### src/rtl/ssg_pkg.sv
// shared constants and types for the serial slave group and error monitor
package ssg_pkg;
  localparam logic [15:0] GROUP_HIGH_OFFSET = 16'h0030;
  localparam logic [15:0] GROUP_LOW_OFFSET = 16'h0031;
  localparam logic [31:0] GROUP_NONE = 32'hFFFFFFFF;
  localparam logic [31:0] GROUP_MAX = 32'h0000001F;
  localparam logic [7:0] FUNC_WRITE_MULTI = 8'h10;
  localparam logic [7:0] EXC_ILLEGAL_FUNC = 8'h01;
  localparam logic [7:0] EXC_ILLEGAL_ADDR = 8'h02;
  localparam logic [7:0] EXC_ILLEGAL_VALUE = 8'h03;
  localparam logic [7:0] EXC_DEVICE_FAIL = 8'h04;
  localparam logic [7:0] ERR_TRANSMISSION = 8'h84;
  localparam logic [7:0] ERR_UNDEFINED = 8'h88;
  localparam logic [7:0] ERR_BUSY_IF = 8'h89;
  localparam logic [7:0] ERR_BUSY_NVM = 8'h8A;
  localparam logic [7:0] ERR_RANGE = 8'h8C;
  localparam logic [7:0] ERR_DISABLED = 8'h8D;
  localparam logic [7:0] ALM_SWITCH = 8'h83;
  localparam logic [7:0] ALM_TRANSMISSION = 8'h84;
  localparam logic [7:0] ALM_TIMEOUT = 8'h85;
  localparam logic [7:0] ALM_NONE = 8'h00;
  localparam logic [3:0] BAUD_MAX_CODE = 4'h5;
  localparam int CLK_HZ = 40000000;
  localparam int ACTION_EXTRA_US = 2000;
  localparam int ACTION_EXTRA_CYC = ACTION_EXTRA_US * (CLK_HZ / 1000000);
  localparam int BLINK_MS = 250;
  localparam int BLINK_CYC = BLINK_MS * (CLK_HZ / 1000);
  localparam int BLINK_FLASHES = 2;
  localparam int LOG_DEPTH = 10;
  localparam int TIMEOUT_MS = 200;
  localparam int TIMEOUT_CYC = TIMEOUT_MS * (CLK_HZ / 1000);

  typedef enum logic [1:0] {
    SSG_IDLE = 2'b00,
    SSG_WAIT = 2'b01,
    SSG_SEND = 2'b10
  } ssg_reply_t;

  // one decoded query from the frame receiver
  typedef struct packed {
    logic valid;
    logic [7:0] station;
    logic [7:0] func;
    logic [15:0] regAddr;
    logic [15:0] regCount;
    logic [31:0] data;
    logic isWrite;
    logic action;
  } ssg_query_t;

  // outcome reported by the command executor
  typedef struct packed {
    logic valid;
    logic exception;
    logic [7:0] excCode;
    logic nvmBusy;
    logic ifBusy;
    logic cmdDisabled;
  } ssg_result_t;

  typedef struct packed {
    logic commRed;
    logic pwrRed;
    logic pwrGreen;
  } ssg_leds_t;
endpackage

### src/rtl/ssg_monitor.sv
// slave group addressing, reply timing, error log and comm alarms
`timescale 1ns/10ps
// Function
// - group holds -1 or parent address 1..31
// - group reloads initial value at power-up
// - non-volatile initial group loaded at power-up
// - transmission error: comm red, power flashes twice
// - other error codes light no indicator
// - exceptions logged as mapped error codes
// - error history empty after power-up
// - alarm drops output, stops motor, flashes red
// - bad rate switch raises alarm 83h
// - consecutive transmission errors raise alarm 84h
// - communication timeout raises alarm 85h
// - reply waits wait time plus silent interval
// - actions applied within silent plus 2 ms
// - child executes group query without reply
// - group execution only for function 10h
module ssg_monitor (
  input wire logic clk_sys,
  input wire logic rst,
  input wire logic [7:0] stationAddr,
  input wire logic [31:0] initialGroup,
  input wire logic [3:0] baudSwitch,
  input wire logic [7:0] errThreshold,
  input wire logic [31:0] timeoutCycles,
  input wire logic [31:0] silentCycles,
  input wire logic [31:0] replyWaitCycles,
  input wire ssg_pkg::ssg_query_t query,
  input wire logic txError,
  input wire ssg_pkg::ssg_result_t result,
  input wire logic [3:0] logIndex,
  output logic execute,
  output logic replyEnable,
  output logic rangeReject,
  output logic actionApply,
  output logic [31:0] groupId,
  output logic [7:0] logData,
  output logic [3:0] logCount,
  output logic [7:0] alarmCode,
  output logic alarmOutput,
  output logic motorStop,
  output ssg_pkg::ssg_leds_t leds
);
  logic [31:0] group_q, group_d;
  logic exec_q, exec_d;
  logic reject_q, reject_d;
  logic pendReply_q, pendReply_d;
  ssg_pkg::ssg_reply_t state_q, state_d;
  logic [31:0] waitCnt_q, waitCnt_d;
  logic replyEn_q, replyEn_d;
  logic [31:0] actCnt_q, actCnt_d;
  logic act_q, act_d;
  logic [7:0] log_q [ssg_pkg::LOG_DEPTH];
  logic [7:0] log_d [ssg_pkg::LOG_DEPTH];
  logic [3:0] logCnt_q, logCnt_d;
  logic [7:0] logOut_q, logOut_d;
  logic [7:0] errRun_q, errRun_d;
  logic [31:0] toCnt_q, toCnt_d;
  logic [7:0] alarm_q, alarm_d;
  logic [31:0] blinkCnt_q, blinkCnt_d;
  logic [2:0] phase_q, phase_d;
  ssg_pkg::ssg_leds_t leds_q, leds_d;
  logic loaded_q, alarmOut_q, alarmOut_d, stop_q, stop_d;

  logic toMe, toGroup, groupWrite, validGroup;
  logic [7:0] newErr;
  logic newErrValid;

  always_comb begin
    toMe = query.valid && query.station == stationAddr;
    toGroup = query.valid && group_q != ssg_pkg::GROUP_NONE &&
      query.station == group_q[7:0] && !toMe;
    groupWrite = toMe && query.isWrite &&
      query.regAddr == ssg_pkg::GROUP_HIGH_OFFSET &&
      query.regCount == 16'h0002;
    validGroup = query.data == ssg_pkg::GROUP_NONE ||
      (query.data != 32'h00000000 &&
      query.data <= ssg_pkg::GROUP_MAX);
    group_d = group_q;
    reject_d = 1'b0;
    if (groupWrite) begin
      if (validGroup) begin
        group_d = query.data;
      end else begin
        reject_d = 1'b1;
      end
    end
    if (!loaded_q) begin
      group_d = initialGroup;
    end
    exec_d = toMe ||
      (toGroup && query.func == ssg_pkg::FUNC_WRITE_MULTI);
    pendReply_d = pendReply_q;
    if (toMe) begin
      pendReply_d = 1'b1;
    end else if (state_q == ssg_pkg::SSG_SEND) begin
      pendReply_d = 1'b0;
    end
  end

  always_comb begin
    state_d = state_q;
    waitCnt_d = waitCnt_q;
    replyEn_d = 1'b0;
    case (state_q)
      ssg_pkg::SSG_IDLE: begin
        if (pendReply_q) begin
          state_d = ssg_pkg::SSG_WAIT;
          waitCnt_d = replyWaitCycles + silentCycles;
        end
      end
      ssg_pkg::SSG_WAIT: begin
        if (waitCnt_q <= 32'h00000001) begin
          state_d = ssg_pkg::SSG_SEND;
        end else begin
          waitCnt_d = waitCnt_q - 32'h00000001;
        end
      end
      ssg_pkg::SSG_SEND: begin
        replyEn_d = 1'b1;
        state_d = ssg_pkg::SSG_IDLE;
      end
      default: state_d = ssg_pkg::SSG_IDLE;
    endcase
    act_d = 1'b0;
    actCnt_d = actCnt_q;
    if (exec_d && query.action) begin
      actCnt_d = silentCycles + 32'(ssg_pkg::ACTION_EXTRA_CYC);
    end else if (actCnt_q == 32'h00000001) begin
      act_d = 1'b1;
      actCnt_d = 32'h00000000;
    end else if (actCnt_q != 32'h00000000) begin
      actCnt_d = actCnt_q - 32'h00000001;
    end
  end

  always_comb begin
    newErrValid = 1'b1;
    newErr = ssg_pkg::ERR_TRANSMISSION;
    if (txError) begin
      newErr = ssg_pkg::ERR_TRANSMISSION;
    end else if (result.valid && result.exception) begin
      if (result.nvmBusy) begin
        newErr = ssg_pkg::ERR_BUSY_NVM;
      end else if (result.ifBusy) begin
        newErr = ssg_pkg::ERR_BUSY_IF;
      end else if (result.cmdDisabled) begin
        newErr = ssg_pkg::ERR_DISABLED;
      end else if (result.excCode == ssg_pkg::EXC_ILLEGAL_FUNC ||
        result.excCode == ssg_pkg::EXC_ILLEGAL_ADDR) begin
        newErr = ssg_pkg::ERR_UNDEFINED;
      end else begin
        newErr = ssg_pkg::ERR_RANGE;
      end
    end else if (reject_q) begin
      newErr = ssg_pkg::ERR_RANGE;
    end else begin
      newErrValid = 1'b0;
    end
    for (int i = 0; i < ssg_pkg::LOG_DEPTH; i++) begin
      log_d[i] = log_q[i];
    end
    logCnt_d = logCnt_q;
    if (newErrValid) begin
      log_d[0] = newErr;
      for (int i = 1; i < ssg_pkg::LOG_DEPTH; i++) begin
        log_d[i] = log_q[i - 1];
      end
      if (logCnt_q < 4'(ssg_pkg::LOG_DEPTH)) begin
        logCnt_d = logCnt_q + 4'h1;
      end
    end
    logOut_d = 8'h00;
    if (logIndex < logCnt_q) begin
      logOut_d = log_q[logIndex];
    end
  end

  always_comb begin
    errRun_d = errRun_q;
    if (txError) begin
      if (errRun_q != 8'hFF) begin
        errRun_d = errRun_q + 8'h01;
      end
    end else if (query.valid) begin
      errRun_d = 8'h00;
    end
    toCnt_d = query.valid ? 32'h00000000 :
      (toCnt_q == 32'hFFFFFFFF ? toCnt_q : toCnt_q + 32'h00000001);
    alarm_d = alarm_q;
    if (alarm_q == ssg_pkg::ALM_NONE) begin
      if (baudSwitch > ssg_pkg::BAUD_MAX_CODE) begin
        alarm_d = ssg_pkg::ALM_SWITCH;
      end else if (errThreshold != 8'h00 && errRun_d >= errThreshold) begin
        alarm_d = ssg_pkg::ALM_TRANSMISSION;
      end else if (timeoutCycles != 32'h00000000 &&
        toCnt_q >= timeoutCycles) begin
        alarm_d = ssg_pkg::ALM_TIMEOUT;
      end
    end
    alarmOut_d = alarm_d == ssg_pkg::ALM_NONE;
    stop_d = alarm_d != ssg_pkg::ALM_NONE;
  end

  always_comb begin
    blinkCnt_d = blinkCnt_q;
    phase_d = phase_q;
    leds_d = leds_q;
    if (txError) begin
      leds_d.commRed = 1'b1;
      phase_d = 3'(2 * ssg_pkg::BLINK_FLASHES);
      blinkCnt_d = 32'(ssg_pkg::BLINK_CYC);
    end else if (query.valid) begin
      leds_d.commRed = 1'b0;
    end
    // alarm keeps the phase running so red blinks until reset
    if (!txError && (phase_q != 3'h0 || alarm_q != ssg_pkg::ALM_NONE)) begin
      if (blinkCnt_q == 32'h00000000) begin
        phase_d = phase_q - 3'h1;
        blinkCnt_d = 32'(ssg_pkg::BLINK_CYC);
      end else begin
        blinkCnt_d = blinkCnt_q - 32'h00000001;
      end
    end
    leds_d.pwrRed = phase_q[0];
    leds_d.pwrGreen = phase_q[0] && alarm_q == ssg_pkg::ALM_NONE;
  end

  always_ff @(posedge clk_sys) begin
    if (rst) begin
      group_q <= ssg_pkg::GROUP_NONE;
      exec_q <= 1'b0;
      reject_q <= 1'b0;
      pendReply_q <= 1'b0;
      state_q <= ssg_pkg::SSG_IDLE;
      waitCnt_q <= 32'h00000000;
      replyEn_q <= 1'b0;
      actCnt_q <= 32'h00000000;
      act_q <= 1'b0;
      for (int i = 0; i < ssg_pkg::LOG_DEPTH; i++) begin
        log_q[i] <= 8'h00;
      end
      logCnt_q <= 4'h0;
      logOut_q <= 8'h00;
      errRun_q <= 8'h00;
      toCnt_q <= 32'h00000000;
      alarm_q <= ssg_pkg::ALM_NONE;
      blinkCnt_q <= 32'h00000000;
      phase_q <= 3'h0;
      leds_q <= '0;
      loaded_q <= 1'b0;
      alarmOut_q <= 1'b1;
      stop_q <= 1'b0;
    end else begin
      group_q <= group_d;
      exec_q <= exec_d;
      reject_q <= reject_d;
      pendReply_q <= pendReply_d;
      state_q <= state_d;
      waitCnt_q <= waitCnt_d;
      replyEn_q <= replyEn_d;
      actCnt_q <= actCnt_d;
      act_q <= act_d;
      log_q <= log_d;
      logCnt_q <= logCnt_d;
      logOut_q <= logOut_d;
      errRun_q <= errRun_d;
      toCnt_q <= toCnt_d;
      alarm_q <= alarm_d;
      blinkCnt_q <= blinkCnt_d;
      phase_q <= phase_d;
      leds_q <= leds_d;
      loaded_q <= 1'b1;
      alarmOut_q <= alarmOut_d;
      stop_q <= stop_d;
    end
  end

  assign execute = exec_q;
  assign replyEnable = replyEn_q;
  assign rangeReject = reject_q;
  assign actionApply = act_q;
  assign groupId = group_q;
  assign logData = logOut_q;
  assign logCount = logCnt_q;
  assign alarmCode = alarm_q;
  assign alarmOutput = alarmOut_q;
  assign motorStop = stop_q;
  assign leds = leds_q;
endmodule

### config.mk
export PLATFORM = sky130hd
export DESIGN_NAME = ssg_monitor
export DESIGN_NICKNAME = d
export VERILOG_FILES = /design/src/rtl/ssg_pkg.sv /design/src/rtl/ssg_monitor.sv
export SDC_FILE = /design/constraint.sdc
export NUM_CORES = 1
export LEC_CHECK = 0
export BUFFER_PORTS_ARGS = -buffer_cell sky130_fd_sc_hd__buf_2
export CAP_MARGIN = 20
export CORE_MARGIN = 2
export CORE_UTILIZATION = 56
export CTS_BUF_LIST = sky130_fd_sc_hd__clkbuf_2
export CTS_CLUSTER_SIZE = 40
export DETAILED_ROUTE_END_ITERATION = 8
export HOLD_SLACK_MARGIN = 0.15
export PLACE_DENSITY = 0.87
export RECOVER_POWER = 100
export SLEW_MARGIN = 10
export SYNTH_ARGS = -nofsm -noshare
export SYNTH_HDL_FRONTEND = slang
export SYNTH_SLANG_ARGS = --single-unit
### constraint.sdc
create_clock -name clk_sys -period 4.06 [get_ports clk_sys]
set_input_delay 0 -clock clk_sys [delete_from_list [all_inputs] [get_ports clk_sys]]
set_output_delay 0 -clock clk_sys [all_outputs]
set_load 0.02 [all_outputs]
==> results of run 1 <==
per-stage QoR:
stage          utilization [%]  area [um^2]  instances  worst slack (ns)  hold slack (ns)
2_1_floorplan                -        15700       2043              1.21            0.137
3_3_place_gp              63.1        17400       2647             0.922            0.262
3_5_place_dp              63.1        17400       2647             0.795            0.270
4_1_cts                   78.2        21600       3124            0.0467            0.152
Yosys cell counts, drive strengths merged, types with 16 or more instances:
library cell	n	area, um^2
nand2	275	1040
dfxtp	251	5020
nor2	198	743
a21oi	185	982
o21ai	117	586
ha	86	1080
clkbuf	84	315
inv	81	304
nor3	73	387
xnor2	61	534
nand3	60	300
nor4	57	369
nand4	55	344
xor2	55	482
and3	50	313
a31oi	30	188
a211oi	23	178
a21o	23	173
and2	23	146
mux2i	20	200
or3	16	100
or4	16	124
cells by family after synthesis:
logic type	synth area share (%)
other	0.0239
buffers and inverters	4.59
multiplexers	2.79
AO/OA/AOI/OAI	19.7
XOR/XNOR	6.49
AND/OR/NAND/NOR	27.4
adder cells (fa/ha/maj)	7.00
flip-flops	32.1
repair_timing:
item,in CTS
hold endpoints to repair,202
setup buffers,0
hold buffers,354
metal layers:
metal | overflow | global-route usage (%)
met5 | 0 | 9.04
met4 | 5 | 45.2
met3 | 1 | 30.5
met2 | 4 | 73.4
met1 | 0 | 51.8
==> results.json, run 1 <==
{
  "grt_pass1_wl_mm": 117,
  "yosys_most_used_dff": "dfxtp_1",
  "io_pins": 312,
  "numPortBuffers": 307,
  "synth-edff-count": 0,
  "rows": 61,
  "die_y_um": 171,
  "clockBufferDepth": 3,
  "ys_warn_count": 0,
  "ys_seq_area_share_pct": 32.1,
  "htree_levels": 3,
  "first_global_vias": 21800,
  "dp_hpwl_mm": 33.1,
  "syn_area_um2": 15700,
  "die_x_um": 171,
  "gp_congestion": 1.01,
  "overflow": 10,
  "lastStage": "5_1_grt",
  "grt_usage_pct": 51.2,
  "cts_resized": 0,
  "ys_types": 84,
  "synthArstFlopShare_pct": 0,
  "synthCells": 2041,
  "syn-mean-instance-area_um2": 7.67,
  "ys_ff_latch": 251,
  "clockRootBuffer": "clkbuf_2",
  "firstError": "[ERROR GRT-0116] Global routing finished with congestion. Check the congestion regions in the DRC Viewer.",
  "cts_buffers": 70,
  "cts.sinks": 251,
  "status": "stopped before the end",
  "initial_utilization_pct": 56.7,
  "grt_max_degree": 85
}
==> inputs of run 2 (changes only) <==
--- a/config.mk
+++ b/config.mk
@@ -8,12 +8,9 @@
 export BUFFER_PORTS_ARGS = -buffer_cell sky130_fd_sc_hd__buf_2
 export CAP_MARGIN = 20
 export CORE_MARGIN = 2
-export CORE_UTILIZATION = 56
-export CTS_BUF_LIST = sky130_fd_sc_hd__clkbuf_2
-export CTS_CLUSTER_SIZE = 40
+export CORE_UTILIZATION = 40
 export DETAILED_ROUTE_END_ITERATION = 8
-export HOLD_SLACK_MARGIN = 0.15
-export PLACE_DENSITY = 0.87
+export PLACE_DENSITY_LB_ADDON = 0.15
 export RECOVER_POWER = 100
 export SLEW_MARGIN = 10
 export SYNTH_ARGS = -nofsm -noshare
==> run 2 against run 1 <==
  * The flow now finishes, with violations (capacitance limit, slew limit)
  * Synthesized cell count unchanged
  * Area after synthesis unchanged
==> results.json, run 2 <==
{
  "status": "finished with violations",
  "violations": "capacitance limit, slew limit",
  "synth_compound_area_share_pct": 19.7,
  "wl_per_cell_um": 16.2,
  "final_common_cell": "nand2_1",
  "drtAntennaViolNets": 0,
  "htree_levels": 1,
  "cts_buffers": 30,
  "synthTopCellsByArea": "dfxtp_1, ha_1, nand2_1, a21oi_1, nor2_1",
  "antenna_found_initial": 0,
  "synthMuxAreaShare_pct": 2.79,
  "final_util_pct": 50.6,
  "first_global_vias": 15700,
  "gp_congestion": 0.892,
  "slowest_stage": "clkbuf_1",
  "die_x_um": 202,
  "yosysTopAreaCellShare_pct": 32.1,
  "final_area_um2": 19600,
  "rsz0062_at_grt": "no",
  "clkTransAtPathRegs_ns": 0.06,
  "setup_tns_ns": 0,
  "cp-end-kind": "register",
  "synthSimpleGateAreaFrac_pct": 27.4,
  "maxCapViolations": 3,
  "synth-edff-count": 0,
  "worstSetupPathType": "primary input to register",
  "min_path_cells": 4,
  "drc": 0,
  "ys_warn_count": 0,
  "use_met1_pct": 28.4,
  "min_period_ns": 3.69,
  "dpl.cell_count": 2785,
  "dr.first_iter.drc_count": 877,
  "clockRootBuffer": "clkbuf_16",
  "drt-total-wl_mm": 47.8,
  "synth_xor_area_share_pct": 6.49,
  "synthArstFlopShare_pct": 0,
  "cts.sinks": 251,
  "crit_top_cell": "a21oi_1",
  "io_pins": 312,
  "critPathTopFamily": "buffers and inverters",
  "drive_gt1_share_pct": 14.6,
  "use_met2_pct": 41.0,
  "clockBufferDepth": 3,
  "core_um2": 38600,
  "regMostFlops": "log_q",
  "synth-adder-area-share_pct": 7.00,
  "overflow": 0,
  "die_y_um": 202,
  "syn_area_um2": 15700,
  "report.final.slew_viol_count": 111,
  "yosys_most_used_dff": "dfxtp_1",
  "route.vias.total": 16200,
  "rows": 72,
  "fin_crit_sh_pct": 90.9,
  "finalNonFillerCells": 2954,
  "p_sw_share_pct": 33.9,
  "diodes": 0,
  "ys_ff_latch": 251,
  "finalHoldViolCount": 0,
  "ys_types": 84,
  "p_int_uw": 5260,
  "synthCells": 2041,
  "p_comb_share_pct": 29.9,
  "cp_data_arrival_time_ns": 4.10,
  "grt_usage_pct": 22.8,
  "dr.pass1.iters": 5,
  "area_delta_synth_final_pct": 24.9,
  "dp_hpwl_mm": 34.4,
  "synth_top_area_cell": "dfxtp_1",
  "initial_utilization_pct": 40.5,
  "syn-mean-instance-area_um2": 7.67,
  "viasPerCell": 5.50,
  "grt_pass1_wl_mm": 78.2,
  "max_freq_mhz": 271,
  "worst_hold_slack_ns": 0.0223,
  "cp_num_buf_inv": 4,
  "hold_class": "primary input to register",
  "cp-start-kind": "primary input",
  "yosys-top-cells-count": "nand2_1, dfxtp_1, nor2_1, a21oi_1, o21ai_0",
  "placed_area_um2": 17600,
  "p_per_area_nw_per_um2": 407,
  "finalSetupViolCount": 0,
  "path_depth": 12,
  "numPortBuffers": 307,
  "nFillCells": 3743,
  "worst_pin_slew_ns": 1.87,
  "synth_top_family_by_area": "simple AND/OR/NAND/NOR gates",
  "crit_fanout": 32,
  "largest_register_ffs": 50,
  "fin_nets": 2750,
  "insertion_delay_ns": 0.57,
  "crit_chain": "dlygate4sd3_1, buf_2, xnor2_1, nand3_1, dlygate4sd3_1, nor3_1, a21oi_1, nor2b_2, clkbuf_1, nor2_1, a21oi_1, a21oi_1",
  "power_frac_clock_pct": 33.9,
  "fin_skew_ns": 0.0138,
  "synth_most_common_cell": "nand2_1",
  "slowest_delay_ns": 1.26,
  "ys_seq_area_share_pct": 32.1,
  "post-cts-setup-buffers": 0,
  "cts_tree": "built",
  "final_cell_mix": "nand2_1, dfxtp_1, buf_2",
  "grt_max_degree": 82,
  "met3_usage_pct": 3.43,
  "sequentialPowerShare_pct": 36.2,
  "p_switching_uw": 2690,
  "p_leak_uw": 0.00827,
  "worst_ep_required_time_ns": 4.47,
  "slew-limit-headroom_pct": -24.4,
  "max-vdd-ir-drop_uv": 277,
  "reg2regPathDepth": 9,
  "die_area_um2": 40800,
  "grt-busiest-layer": "met2"
}
-- run 2: cell counts after synthesis --
No cell type changed its count.
-- run 2: metal layers --
metal	share of wire (%)	vias up
met5	0	-
met4	2.1	0
met3	5.4	72
met2	49	461
met1	44	7615
li1	-	8099
-- run 2: final timing paths --
check | startpoint | endpoint | slack [ns]
worst max-delay path | stationAddr[5] | actCnt_q[9] | 0.37
worst min-delay path | replyWaitCycles[24] | waitCnt_q[25] | 0.02
worst max register to register | waitCnt_q[27] | waitCnt_q[31] | 0.54
worst min register to register | log_q[7] | log_q[7] | 0.45
-- run 2: worst register-to-register path: cells and delay by family, from the launching register on --
kind	cells	cell delay, ns
flops	1	0.35
simple gates	2	1.43
compound gates	6	1.42
buf+inv	1	0.28
-- run 2: repair_timing --
| item | in CTS | in global routing |
|---|---|---|
| hold endpoints to repair | 91 | 0 |
| setup endpoints to repair | 0 | 0 |
| hold buffers | 112 | 0 |
| gates resized for setup | 0 | 0 |
-- run 2: power by group through the flow --
| stage | clock (uW) | combinational, uW | sequential (uW) |
|---|---|---|---|
| after global routing | 2880 | 2650 | 2910 |
| final | 2700 | 2380 | 2880 |
| after CTS | 2780 | 2380 | 2870 |
| after detailed placement | 0 | 2270 | 2930 |
| after floorplan | 0 | 1700 | 2910 |
| after global placement | 0 | 2240 | 2920 |
-- run 2: area by class of cell --
type | count | area [um^2] | area share (%)
Multi-Input combinational cell | 1612 | 9910 | 50.7
Sequential cell | 251 | 5030 | 25.7
Timing Repair Buffer | 436 | 2700 | 13.8
Clock buffer | 47 | 875 | 4.47
Tap cell | 518 | 648 | 3.31
Inverter | 81 | 304 | 1.55
Clock inverter | 9 | 106 | 0.544
-- run 2: cells by family (layout without fill, tap and decap cells) --
logic type	Yosys count	after routing
xor gates and xnor gates	116	116
DFF	251	251
and+or+nand+nor	879	879
other	1	3
AOI/OAI and AO/OA	496	496
adders and majority gates	87	87
muxes	31	31
buffers and inverters	180	573
-- run 2: per-stage QoR --
stage,setup WS [ns],power [uW]
floorplan,1.21,4610
global placement,0.814,5150
detailed placement,0.774,5190
CTS,0.736,8040
global route,0.215,8430
finish,0.368,7960
No activity file was read; power rests on OpenSTA's default activity.
